`src/core/aux_pkg.sv`:
```
package aux_pkg;

  // ----------------------------------------------------------------------
  // register map (byte addresses, one word each)
  // ----------------------------------------------------------------------
  localparam logic [7:0] CH_STRIDE     = 8'h20;  // channel 1 block follows channel 0
  localparam logic [7:0] OFF_CONFIG    = 8'h00;  // select, latch option
  localparam logic [7:0] OFF_SPEED     = 8'h04;  // speed threshold, mph
  localparam logic [7:0] OFF_GEAR      = 8'h08;  // gear threshold code
  localparam logic [7:0] OFF_TRIP      = 8'h0C;  // trip current, tenths of an ampere
  localparam logic [7:0] OFF_STATUS    = 8'h10;  // read only
  localparam logic [7:0] OFF_VEHICLE   = 8'h40;  // read only, synchronised vehicle inputs

  // ----------------------------------------------------------------------
  // field layout and reset values
  // ----------------------------------------------------------------------
  localparam int CFG_SEL_LSB   = 0;
  localparam int CFG_LATCH_BIT = 8;
  localparam logic [4:0] SEL_RESET   = 5'h0A;
  localparam logic [7:0] SPEED_RESET = 8'h1E;   // 30 mph
  localparam logic [7:0] GEAR_RESET  = 8'h00;
  localparam logic [7:0] TRIP_RESET  = 8'hC8;   // 20.0 A
  localparam logic [7:0] TRIP_MIN    = 8'h0A;   // 1.0 A
  localparam logic [7:0] TRIP_MAX    = 8'hC8;   // 20.0 A

  // gear codes
  localparam logic [7:0] GEAR_NEUTRAL = 8'h7D;  // 125; forward 125+x, reverse 125-y

  // condition selector settings
  localparam logic [4:0] SEL_NONE = 5'h00, SEL_PB_SET = 5'h01, SEL_PB_CLR = 5'h02;
  localparam logic [4:0] SEL_DOOR_OPEN = 5'h03, SEL_DOOR_SHUT = 5'h04;
  localparam logic [4:0] SEL_PTO_ON = 5'h05, SEL_PTO_OFF = 5'h06;
  localparam logic [4:0] SEL_ENG_RUN = 5'h07, SEL_ENG_STOP = 5'h08;
  localparam logic [4:0] SEL_SPD_ABOVE = 5'h09, SEL_SPD_BELOW = 5'h0A;
  localparam logic [4:0] SEL_STOPPED = 5'h0B, SEL_MOVING = 5'h0C;
  localparam logic [4:0] SEL_GEAR_ABOVE = 5'h0D, SEL_GEAR_BELOW = 5'h0E;
  localparam logic [4:0] SEL_NEUTRAL = 5'h0F, SEL_IN_GEAR = 5'h10;

  typedef struct packed {
    logic       park_brake;
    logic       door_open;
    logic       pto_engaged;
    logic       engine_running;
    logic [7:0] speed_mph;
    logic [7:0] gear_code;
  } vehicle_t;

  typedef struct packed {
    logic [4:0] sel;
    logic       latch;
    logic [7:0] speed;
    logic [7:0] gear;
    logic [7:0] trip;
  } chan_cfg_t;

endpackage : aux_pkg

```
`src/core/interlocked_aux_output.sv`:
```
module interlocked_aux_output #(
  parameter int NCH = 2                          // output channels
) (
  input  wire logic              pclk,           // bus and logic clock
  input  wire logic              presetn,        // async reset, low active
  input  wire logic              clk_en,         // freezes all state when low
  input  wire logic              psel,           // apb select
  input  wire logic              penable,        // apb access phase
  input  wire logic              pwrite,         // apb direction
  input  wire logic [7:0]        paddr,          // apb byte address
  input  wire logic [31:0]       pwdata,         // apb write data
  output logic      [31:0]       prdata,         // apb read data
  output logic                   pready,         // apb ready
  output logic                   pslverr,        // apb error, unmapped address
  input  wire logic [NCH-1:0]    switch_in,      // driver switches, async
  input  wire aux_pkg::vehicle_t vehicle_in,     // vehicle status, async
  input  wire logic [NCH-1:0][7:0] current_in,   // measured current, tenths of A
  output logic      [NCH-1:0]    power_out,      // switched outputs
  output logic      [NCH-1:0]    tripped_out     // current trip indication
);

  // ----------------------------------------------------------------------
  // input synchronisers
  // ----------------------------------------------------------------------
  aux_pkg::vehicle_t veh_m_r, veh_r;
  logic [NCH-1:0]    sw_m_r, sw_r;
  logic [NCH-1:0][7:0] cur_m_r, cur_r;

  // two stages on every pin; multibit fields may tear but settle next cycle
  always_ff @(posedge pclk or negedge presetn) begin
    if (!presetn) begin
      veh_m_r <= '0;
      veh_r   <= '0;
      sw_m_r  <= '0;
      sw_r    <= '0;
      cur_m_r <= '0;
      cur_r   <= '0;
    end else if (clk_en) begin
      veh_m_r <= vehicle_in;
      veh_r   <= veh_m_r;
      sw_m_r  <= switch_in;
      sw_r    <= sw_m_r;
      cur_m_r <= current_in;
      cur_r   <= cur_m_r;
    end
  end

  // ----------------------------------------------------------------------
  // configuration registers
  // ----------------------------------------------------------------------
  aux_pkg::chan_cfg_t cfg_r [NCH];
  logic               wr_en, rd_en;
  logic [7:0]         loc;
  logic [NCH-1:0]     hit;

  assign wr_en = psel && penable && pwrite && pready;
  assign rd_en = psel && !penable && !pwrite;
  assign loc   = paddr & 8'h1F;

  // channel decode by stride
  always_comb begin
    for (int c = 0; c < NCH; c++)
      hit[c] = (paddr >= 8'(c) * aux_pkg::CH_STRIDE) &&
               (paddr < 8'(c + 1) * aux_pkg::CH_STRIDE);
  end

  // trip setting is clamped so the 1 to 20 A range always holds
  function automatic logic [7:0] clamp_trip(input logic [7:0] v);
    if (v < aux_pkg::TRIP_MIN) return aux_pkg::TRIP_MIN;
    if (v > aux_pkg::TRIP_MAX) return aux_pkg::TRIP_MAX;
    return v;
  endfunction

  // each channel keeps its own settings
  always_ff @(posedge pclk or negedge presetn) begin
    if (!presetn) begin
      for (int c = 0; c < NCH; c++)
        cfg_r[c] <= '{sel: aux_pkg::SEL_RESET, latch: 1'b0, speed: aux_pkg::SPEED_RESET,
                      gear: aux_pkg::GEAR_RESET, trip: aux_pkg::TRIP_RESET};
    end else if (clk_en && wr_en) begin
      for (int c = 0; c < NCH; c++) begin
        if (hit[c]) begin
          unique case (loc)
            aux_pkg::OFF_CONFIG: begin
              cfg_r[c].sel   <= pwdata[aux_pkg::CFG_SEL_LSB +: 5];
              cfg_r[c].latch <= pwdata[aux_pkg::CFG_LATCH_BIT];
            end
            aux_pkg::OFF_SPEED: cfg_r[c].speed <= pwdata[7:0];
            aux_pkg::OFF_GEAR:  cfg_r[c].gear  <= pwdata[7:0];
            aux_pkg::OFF_TRIP:  cfg_r[c].trip  <= clamp_trip(pwdata[7:0]);
            default: ;
          endcase
        end
      end
    end
  end

  // ----------------------------------------------------------------------
  // interlock evaluation
  // ----------------------------------------------------------------------
  function automatic logic cond_met(input aux_pkg::chan_cfg_t cf,
                                    input aux_pkg::vehicle_t v);
    logic moving;
    moving = (v.speed_mph != 8'h00);
    unique case (cf.sel)
      aux_pkg::SEL_NONE:       return 1'b1;
      aux_pkg::SEL_PB_SET:     return v.park_brake;
      aux_pkg::SEL_PB_CLR:     return !v.park_brake;
      aux_pkg::SEL_DOOR_OPEN:  return v.door_open;
      aux_pkg::SEL_DOOR_SHUT:  return !v.door_open;
      aux_pkg::SEL_PTO_ON:     return v.pto_engaged;
      aux_pkg::SEL_PTO_OFF:    return !v.pto_engaged;
      aux_pkg::SEL_ENG_RUN:    return v.engine_running;
      aux_pkg::SEL_ENG_STOP:   return !v.engine_running;
      aux_pkg::SEL_SPD_ABOVE:  return v.speed_mph > cf.speed;
      aux_pkg::SEL_SPD_BELOW:  return v.speed_mph < cf.speed;
      aux_pkg::SEL_STOPPED:    return !moving;
      aux_pkg::SEL_MOVING:     return moving;
      // codes are ordered reverse < neutral < forward, so plain compare works
      aux_pkg::SEL_GEAR_ABOVE: return v.gear_code > cf.gear;
      aux_pkg::SEL_GEAR_BELOW: return v.gear_code < cf.gear;
      aux_pkg::SEL_NEUTRAL:    return v.gear_code == aux_pkg::GEAR_NEUTRAL;
      aux_pkg::SEL_IN_GEAR:    return v.gear_code != aux_pkg::GEAR_NEUTRAL;
      default:                 return 1'b0;  // illegal setting keeps output off
    endcase
  endfunction

  logic [NCH-1:0] met, latched_r, trip_r, out_nxt;

  always_comb begin
    for (int c = 0; c < NCH; c++) begin
      met[c]     = cond_met(cfg_r[c], veh_r);
      out_nxt[c] = sw_r[c] && met[c] && !latched_r[c] && !trip_r[c];
    end
  end

  // latch-off hold: set on interlock drop, released when switch goes off
  always_ff @(posedge pclk or negedge presetn) begin
    if (!presetn) latched_r <= '0;
    else if (clk_en) begin
      for (int c = 0; c < NCH; c++) begin
        if (!sw_r[c]) latched_r[c] <= 1'b0;
        else if (cfg_r[c].latch && power_out[c] && !met[c])
          latched_r[c] <= 1'b1;
        else if (!cfg_r[c].latch) latched_r[c] <= 1'b0;
      end
    end
  end

  // current trip; like a fuse it holds until the switch is recycled
  always_ff @(posedge pclk or negedge presetn) begin
    if (!presetn) trip_r <= '0;
    else if (clk_en) begin
      for (int c = 0; c < NCH; c++) begin
        if (power_out[c] && cur_r[c] >= cfg_r[c].trip) trip_r[c] <= 1'b1;
        else if (!sw_r[c]) trip_r[c] <= 1'b0;
      end
    end
  end

  // registered outputs
  always_ff @(posedge pclk or negedge presetn) begin
    if (!presetn) begin
      power_out   <= '0;
      tripped_out <= '0;
    end else if (clk_en) begin
      power_out   <= out_nxt;
      tripped_out <= trip_r;
    end
  end

  // ----------------------------------------------------------------------
  // apb read path
  // ----------------------------------------------------------------------
  logic [31:0] rd_nxt;
  logic        err_nxt;

  always_comb begin
    rd_nxt  = '0;
    err_nxt = 1'b1;
    if (paddr == aux_pkg::OFF_VEHICLE) begin
      rd_nxt  = {12'h000, veh_r};
      err_nxt = 1'b0;
    end
    for (int c = 0; c < NCH; c++) begin
      if (hit[c] && paddr[1:0] == 2'b00 && loc <= aux_pkg::OFF_STATUS) begin
        err_nxt = 1'b0;
        unique case (loc)
          aux_pkg::OFF_CONFIG: rd_nxt = {23'h0, cfg_r[c].latch, 3'h0, cfg_r[c].sel};
          aux_pkg::OFF_SPEED:  rd_nxt = {24'h0, cfg_r[c].speed};
          aux_pkg::OFF_GEAR:   rd_nxt = {24'h0, cfg_r[c].gear};
          aux_pkg::OFF_TRIP:   rd_nxt = {24'h0, cfg_r[c].trip};
          aux_pkg::OFF_STATUS: rd_nxt = {27'h0, trip_r[c], latched_r[c], met[c],
                                         sw_r[c], power_out[c]};
          default: err_nxt = 1'b1;
        endcase
      end
    end
  end

  // no wait state: data captured in setup, ready in the first access cycle
  always_ff @(posedge pclk or negedge presetn) begin
    if (!presetn) begin
      prdata  <= '0;
      pready  <= 1'b0;
      pslverr <= 1'b0;
    end else if (clk_en) begin
      pready  <= psel && !penable;
      pslverr <= psel && !penable && err_nxt;
      if (rd_en) prdata <= rd_nxt;
    end
  end
endmodule // interlocked_aux_output

```
`config.mk`:
```
export PLATFORM = sky130hd
export DESIGN_NAME = interlocked_aux_output
export DESIGN_NICKNAME = d
export VERILOG_FILES = /design/src/core/aux_pkg.sv /design/src/core/interlocked_aux_output.sv
export SDC_FILE = /design/constraint.sdc
export NUM_CORES = 1
export LEC_CHECK = 0
export ABC_AREA = 1
export BUFFER_PORTS_ARGS = -buffer_cell sky130_fd_sc_hd__buf_2
export CAP_MARGIN = 15
export CELL_PAD_IN_SITES_DETAIL_PLACEMENT = 1
export CELL_PAD_IN_SITES_GLOBAL_PLACEMENT = 2
export CORE_MARGIN = 5
export CORE_UTILIZATION = 34
export CTS_CLUSTER_SIZE = 8
export DETAILED_ROUTE_END_ITERATION = 6
export PLACE_DENSITY = 0.89
export REMOVE_ABC_BUFFERS = 1
export SLEW_MARGIN = 25
export SYNTH_ARGS = -nofsm -noshare
export SYNTH_HDL_FRONTEND = slang
export SYNTH_SLANG_ARGS = --single-unit
```
`constraint.sdc`:
```
create_clock -name pclk -period 2.3 [get_ports pclk]
set_clock_uncertainty 0.1 [all_clocks]
set_input_delay 0.23 -clock pclk [delete_from_list [all_inputs] [get_ports pclk]]
set_output_delay 0.23 -clock pclk [all_outputs]
set_load 0.02 [all_outputs]
```
# [After elaboration in Yosys (flattened, before gate mapping)]
# Index checks and enable logic that the tools add are counted.
[totals] output_inout_bits=38 regBits=178 wordCells=196
[classes] n_mux=42 n_reduce_logical=57 magnitude_cmp=17 n_eq_ne=43
[ops] op="$pmux 32 s5" count=2
[ops] op="$eq 5x4->1 const B" count=18
[ops] op="$mux 32" count=2
[ops] op="$mux 8" count=6
[ops] op="$eq 5x3->1 const B" count=9
[ops] op="$pmux 1 s17" count=2
[ops] op="$gt 8x8->1" count=4
[ops] op="$lt 8x8->1" count=4
[ops] op="$mux 1" count=29
[ops] op="$logic_and 1x1->1" count=25
[ops] op="$reduce_and 3->1" count=8
[ops] op="$eq 5x2->1 const B" count=4
[ops] op="$mux 20" count=1
[ops] op="$eq 8x7->1 const B" count=2
[ops] op="$ge 8x8->1" count=2
[ops] op="$eq 5x5->1 const B" count=3
[ops] op="$logic_not 1->1" count=13
[ops] op="$eq 5x1->1 const B" count=2
[ops] op="$logic_not 5->1" count=2
[ops] op="$reduce_and 2->1" count=5
[ops] op="$ge 8x1->1 const B" count=1
[ops] op="$ge 8x6->1 const B" count=1
[ops] op="$gt 8x8->1 const B" count=1
[ops] op="$logic_not 8->1" count=1
[ops] op="10 further kinds" count=12

# [Longest topological paths before layout]
[depth] word_depth=11 depth_mapped=19 ltp_nobuf=19

# [Worst setup path after synthesis]
# Ideal clock, no wire load.
[synth_path] kind="reg-to-reg" start="register cfg_r[49] (netlist name)" end="register latched_r[0]" required_time_ps=2083 setup_time_ps=117 path_slack_ps=422 arrival_ps=1661 n_path_buf=0 path_stages_with_launch=17 path_cell_list="dfstp_2 > inv_1 > ha_1 > nand2_1 > inv_1 > nand2_1 > nand2_1 > nand2_1 > nand2_1 > nand2_1 > nand2_1 > nor2_1 > nand3_1 > nor2_1 > o21ai_0 > nand2_1 > nand2_1"
[synth_between] elab_chain_cells=6 word_cells_on_any_way=9
[synth_lines] element="from (decl)" line_no="interlocked_aux_output.sv:51" text="aux_pkg::chan_cfg_t cfg_r [NCH];"
[synth_lines] element="from (signal, indexed assignment)" line_no="interlocked_aux_output.sv:78" text="cfg_r[c] <= '{sel: aux_pkg::SEL_RESET, latch: 1'b0, speed: aux_pkg::SPEED_RESET,"
[synth_lines] element="$lt 8x8->1 / $gt 8x8->1 (equally long branches)" line_no="interlocked_aux_output.sv:116, interlocked_aux_output.sv:115"
[synth_lines] element="$pmux 1 s17 *" line_no="interlocked_aux_output.sv:105" text="unique case (cf.sel)"
[synth_lines] element="$logic_not 1->1 *" line_no="interlocked_aux_output.sv:143" text="else if (cfg_r[c].latch && power_out[c] && !met[c])"
[synth_lines] element="$logic_and 1x1->1 *" line_no="interlocked_aux_output.sv:143"
[synth_lines] element="$ne 3x2->1 (no source line) / $mux 1 (equally long branches)"
[synth_lines] element="$reduce_and 2->1 (no source line) / $mux 1 (equally long branches)"
[synth_lines] element="to (signal, indexed assignment)" line_no="interlocked_aux_output.sv:142" text="if (!sw_r[c]) latched_r[c] <= 1'b0;"
[synth_lines] element="to (signal, indexed assignment)" line_no="interlocked_aux_output.sv:144" text="latched_r[c] <= 1'b1;"
[synth_lines] element="to (signal, indexed assignment)" line_no="interlocked_aux_output.sv:145" text="else if (!cfg_r[c].latch) latched_r[c] <= 1'b0;"
[synth_lines] element="to (decl)" line_no="interlocked_aux_output.sv:128" text="logic [NCH-1:0] met, latched_r, trip_r, out_nxt;"
# Every way passes the cells marked *; elsewhere a longest branch is shown, timed or not.
# A chain may end at the register's enable or synchronous reset.

# [Worst setup path after layout]
[layout_path] start="register cfg_r[50] (netlist name)" end="register prdata[2]"
[layout_between] elab_chain_cells=6 word_cells_on_any_way=7
[layout_lines] element="$lt 8x8->1 / $gt 8x8->1 (equally long branches)" line_no="interlocked_aux_output.sv:116, interlocked_aux_output.sv:115"
[layout_lines] element="$pmux 1 s17 *" line_no="interlocked_aux_output.sv:105"
[layout_lines] element="$pmux 32 s5 *" line_no="interlocked_aux_output.sv:188" text="unique case (loc)"
[layout_lines] element="$mux 32 *" line_no="interlocked_aux_output.sv:186" text="if (hit[c] && paddr[1:0] == 2'b00 && loc <= aux_pkg::OFF_STATUS) begin"
[layout_lines] element="$pmux 32 s5" line_no="interlocked_aux_output.sv:188"
[layout_lines] element="$mux 32 *" line_no="interlocked_aux_output.sv:186"
[layout_lines] element="to (signal assigned)" line_no="interlocked_aux_output.sv:210" text="if (rd_en) prdata <= rd_nxt;"
[layout_lines] element="to (decl)" line_no="interlocked_aux_output.sv:12" text="output logic [31:0] prdata,"
# Marked as above.

==> parameters.txt <==
Parameter                              Value

Outcome
  Run status ... complete, no violations

Worst setup path
  Cell with the largest stage delay on the worst path ... sky130_fd_sc_hd__dfstp_2
  Crit path max-delay family ... simple AND/OR/NAND/NOR gates
  Capturing point of the worst reg2reg path ... prdata[2]
  Worst flop-to-flop path startpoint ... cfg_r[50]
  Crit path cell chain ... inv_2 > ha_4 > nand2_4 > nor2_4 > nand4_1 > nand2_1 > inv_1 > nand2_1 > nand2_1 > nor2_2 > nand3_2 > nand2_1 > nand2_1 > nand2_1 > nand2_1 > nand2_1 > nand2_1
  CP peak stage delay ... 520 ps
  FF-to-FF path depth ... 17
  Worst Path Arrival ... 2430 ps
  Setup crit start kind ... register
  Data required time at the worst endpoint ... 2530 ps
  Buffers plus inverters on the worst setup path ... 2
  Worst reg2reg setup slack ... 100 ps
  Critical Path End Type ... register
  Cell seen most often among critical-path stages ... sky130_fd_sc_hd__nand2_1
  Class of the most critical setup path ... reg -> reg
  Largest driver fanout on the critical path ... 3

Die
  CORE AREA ... 26,060 um2
  Die width ... 172.5 um
  Area enclosed by the die boundary ... 29,760 um2
  Initial standard-cell utilization of the core ... 0.3446
  Number of top-level pins ... 122
  Total number of placement rows ... 59
  Vert. Die Dim ... 172.5 um

Hold path
  Number of instances on the worst hold path ... 3
  Worst Hold End ... cfg_r[36]
  Hold path start ... pwdata[6]
  Type of the tightest min-delay check ... in -> reg

Routing
  DRC violation count after routing ... 0
  Iteration count of the initial detailed-routing pass ... 5
  Post-detailed-routing wire length ... 28,340 um
  Starting DRC count in detailed routing ... 416
  Count of nets left with antenna violations after detail routing ... 0
  Via density per instance ... 4.964
  Number of vias in the routed layout ... 8,047
  Avg WL per Cell ... 17.48 um

Power and ir drop
  Switching power of the nets ... 1.969 mW
  Power density relative to cell area ... 646.0 nW/um2
  Gate power share ... 0.109
  Internal power of the cells ... 5.162 mW
  Post-layout total power ... 7.131 mW
  Sequential cell fraction of total power ... 0.447
  Pleak ... 5.769 nW
  Clk network pwr share ... 0.443
  Maximum vdd drop ... 0.3585 mV
  Switching Share ... 0.2761

Clock network
  H-Tree Depth ... 4
  Later-pin clock latency in the skew report ... 440 ps
  Cell at the root of the clock tree ... sky130_fd_sc_hd__clkbuf_16
  TritonCTS clock tree ... yes
  Clock edge transition at the registers on the reported setup and hold paths ... 70 ps
  Number of sinks handled by clock tree synthesis ... 166
  Num CTS Buffers ... 17
  Maximum count of clock buffers along a single path ... 2

Layout
  Proportion of layout cells with a drive suffix above 1 ... 0.1858
  Commonest non-fill, non-tap cell in the layout ... sky130_fd_sc_hd__nand2_1
  Final instance area ... 11,040 um2
  Top library cells by usage in the layout, fill and taps aside ... sky130_fd_sc_hd__nand2_1, sky130_fd_sc_hd__dfrtp_1, sky130_fd_sc_hd__inv_1, sky130_fd_sc_hd__o21ai_0, sky130_fd_sc_hd__buf_2
  Diode insertion count for antenna repair ... 0
  Area growth syn-to-layout ... 22.92%
  Fin nets ... 1,405

Timing
  Setup_tns ... 0 ps
  Final critical-path setup slack ... 97.09 ps
  Pin slew with the least headroom to its limit ... 680.7 ps
  Maximum achievable frequency ... 453.9 MHz
  Final period demand of the worst path ... 2203 ps
  Worst relative slew slack ... 0.5462
  Final-report setup violation count ... 0
  Hold Violations, Final ... 0
  Unrepaired setup endpoints after global routing ... yes
  Max Slew Vio Count ... 0
  Crit share post-route ... 0.9578

Global routing
  Vias in the first global route ... 8,497
  Largest net degree at the start of global routing ... 66
  Initial antenna violation count ... 0
  Global-route wire length before repair ... 46,210 um
  Residual overflow from global routing ... 0
  Total global-route track usage ... 0.1911

Placed design
  Gpl congestion ... 0.9217
  IO Port Bufs ... 86
  Placed cell area ... 9833 um2
  Worst-case setup slack after placement ... -72.15 ps
  Post-DP HPWL ... 20,600 um

Synthesis
  Netlist Area Pre-Place ... 8981 um2
  Share of synthesized registers carrying an async set or reset ... 1.000
  Dominant register cell in the synthesized netlist ... sky130_fd_sc_hd__dfrtp_1
  Post-synth EDFFs ... 0
  Post-synth cell types ... 51
  Seq/Total Area, Yosys ... 0.4650
  Total of warnings raised by yosys ... 0
  Gate count after technology mapping ... 1,135
  Mapped Avg Cell Area ... 7.913 um2
  Total of flip-flops plus latches after synthesis ... 166

Job
  Number of violations of the max-capacitance limit ... 0
==> per-stage QoR <==
step	util	instances	hold slack (ps)
5_1_grt	0.4236	1621	13.97
2_1_floorplan	-	1096	-165.6
3_3_place_gp	0.3773	1543	53.06
3_5_place_dp	0.3773	1543	52.53
6_report	0.4236	1621	14.97
4_1_cts	0.4183	1617	7.694
==> how the worst max path moves through the flow <==
stage          startpoint      endpoint  slack [ps]  depth (start not counted)
2_1_floorplan   cfg_r[49]  latched_r[0]         420                         16
3_3_place_gp     veh_r[7]  latched_r[0]          20                         12
3_5_place_dp    veh_r[13]  latched_r[0]         -70                         13
4_1_cts         cfg_r[49]  latched_r[0]          40                         16
5_1_grt         cfg_r[50]     prdata[2]        -120                         17
6_report        cfg_r[50]     prdata[2]         100                         17
==> per-layer routing <==
layer | share of wire | wire [um] | up-vias | global-route usage
met5 | 0 | 0 | - | 0
met4 | 0.020 | 569 | 0 | 0.05150
met3 | 0.035 | 982 | 36 | 0.03270
met2 | 0.48 | 13740 | 151 | 0.3212
met1 | 0.46 | 13050 | 3963 | 0.2551
li1 | - | - | 3897 | -
==> timing repair <==
item | 4_1_cts | 5_1_grt
gates resized for setup | 3 | 25
hold buffers | 42 | 0
pin swaps | 1 | 13
hold endpoints to repair | 123 | 0
cloned | 0 | 0
setup buffers | 0 | 4
endpoints found under the setup margin | 2 | 4
==> Yosys cell counts, types with 3 or more instances <==
library cell               number  area share
sky130_fd_sc_hd__a211oi_1       3      0.0025
sky130_fd_sc_hd__a21o_1         3      0.0025
sky130_fd_sc_hd__a21oi_1       29       0.016
sky130_fd_sc_hd__a31oi_1        4      0.0028
sky130_fd_sc_hd__buf_2         10      0.0056
sky130_fd_sc_hd__buf_4         13       0.011
sky130_fd_sc_hd__clkbuf_1      21      0.0088
sky130_fd_sc_hd__clkbuf_2       3      0.0017
sky130_fd_sc_hd__dfrtp_1      148        0.41
sky130_fd_sc_hd__dfstp_2       18       0.053
sky130_fd_sc_hd__ha_1          48       0.067
sky130_fd_sc_hd__inv_1        109       0.046
sky130_fd_sc_hd__inv_2         10      0.0042
sky130_fd_sc_hd__nand2_1      401        0.17
sky130_fd_sc_hd__nand2_4        5      0.0063
sky130_fd_sc_hd__nand3_1       33       0.018
sky130_fd_sc_hd__nand3_4        3      0.0059
sky130_fd_sc_hd__nand4_1       14      0.0098
sky130_fd_sc_hd__nor2_1        80       0.033
sky130_fd_sc_hd__nor2_2         4      0.0028
sky130_fd_sc_hd__nor2_4         5      0.0063
sky130_fd_sc_hd__nor3_1         6      0.0033
sky130_fd_sc_hd__o21ai_0       87       0.048
sky130_fd_sc_hd__o21ai_1       21       0.012
sky130_fd_sc_hd__o21ai_2        6      0.0059
sky130_fd_sc_hd__o221ai_1       3      0.0029
sky130_fd_sc_hd__o22ai_1       17       0.012
==> power by group through the flow <==
stage / Clock [mW] / Combinational, mW / Sequential, mW
6_report: 3.16 / 0.779 / 3.19
5_1_grt: 3.34 / 0.895 / 3.21
2_1_floorplan: 0 / 0.357 / 3.22
3_5_place_dp: 0 / 0.711 / 3.24
4_1_cts: 3.21 / 0.772 / 3.19
3_3_place_gp: 0 / 0.684 / 3.24
==> flip-flops by register name, summed over array words and instances (netlist names) <==
register,count
cfg_r,60
prdata,20
veh_m_r,20
veh_r,20
cur_m_r,16
cur_r,16
latched_r,2
power_out,2
sw_m_r,2
sw_r,2
trip_r,2
tripped_out,2
pready,1
pslverr,1
==> kinds of logic after synthesis <==
logic type / after synthesis / share of synthesized area
mux: 2 / 0.002507
other cells: 1 / 0.0004175
flops: 166 / 0.4650
fa+ha+maj: 48 / 0.06687
buf+inv: 172 / 0.08136
simple gates: 561 / 0.2665
compound gates: 185 / 0.1173
==> area by class of cell <==
| class | count | area [um2] |
|---|---|---|
| clock buffer | 19 | 452.9 |
| clock inverter | 13 | 182.7 |
| fill | 3193 | 15020 |
| inverter | 122 | 462.9 |
| multi-input combinational | 808 | 4235 |
| sequential | 166 | 4177 |
| tap | 335 | 419.2 |
| timing repair buffer | 158 | 1110 |
==> tightest hold or removal path: cells and delay by family <==
| family | cells | cell delay, ps |
|---|---|---|
| compound gates | 1 | 70 |
| buf+inv | 1 | 170 |
| simple gates | 1 | 80 |
No activity file was read; power rests on OpenSTA's default activity.
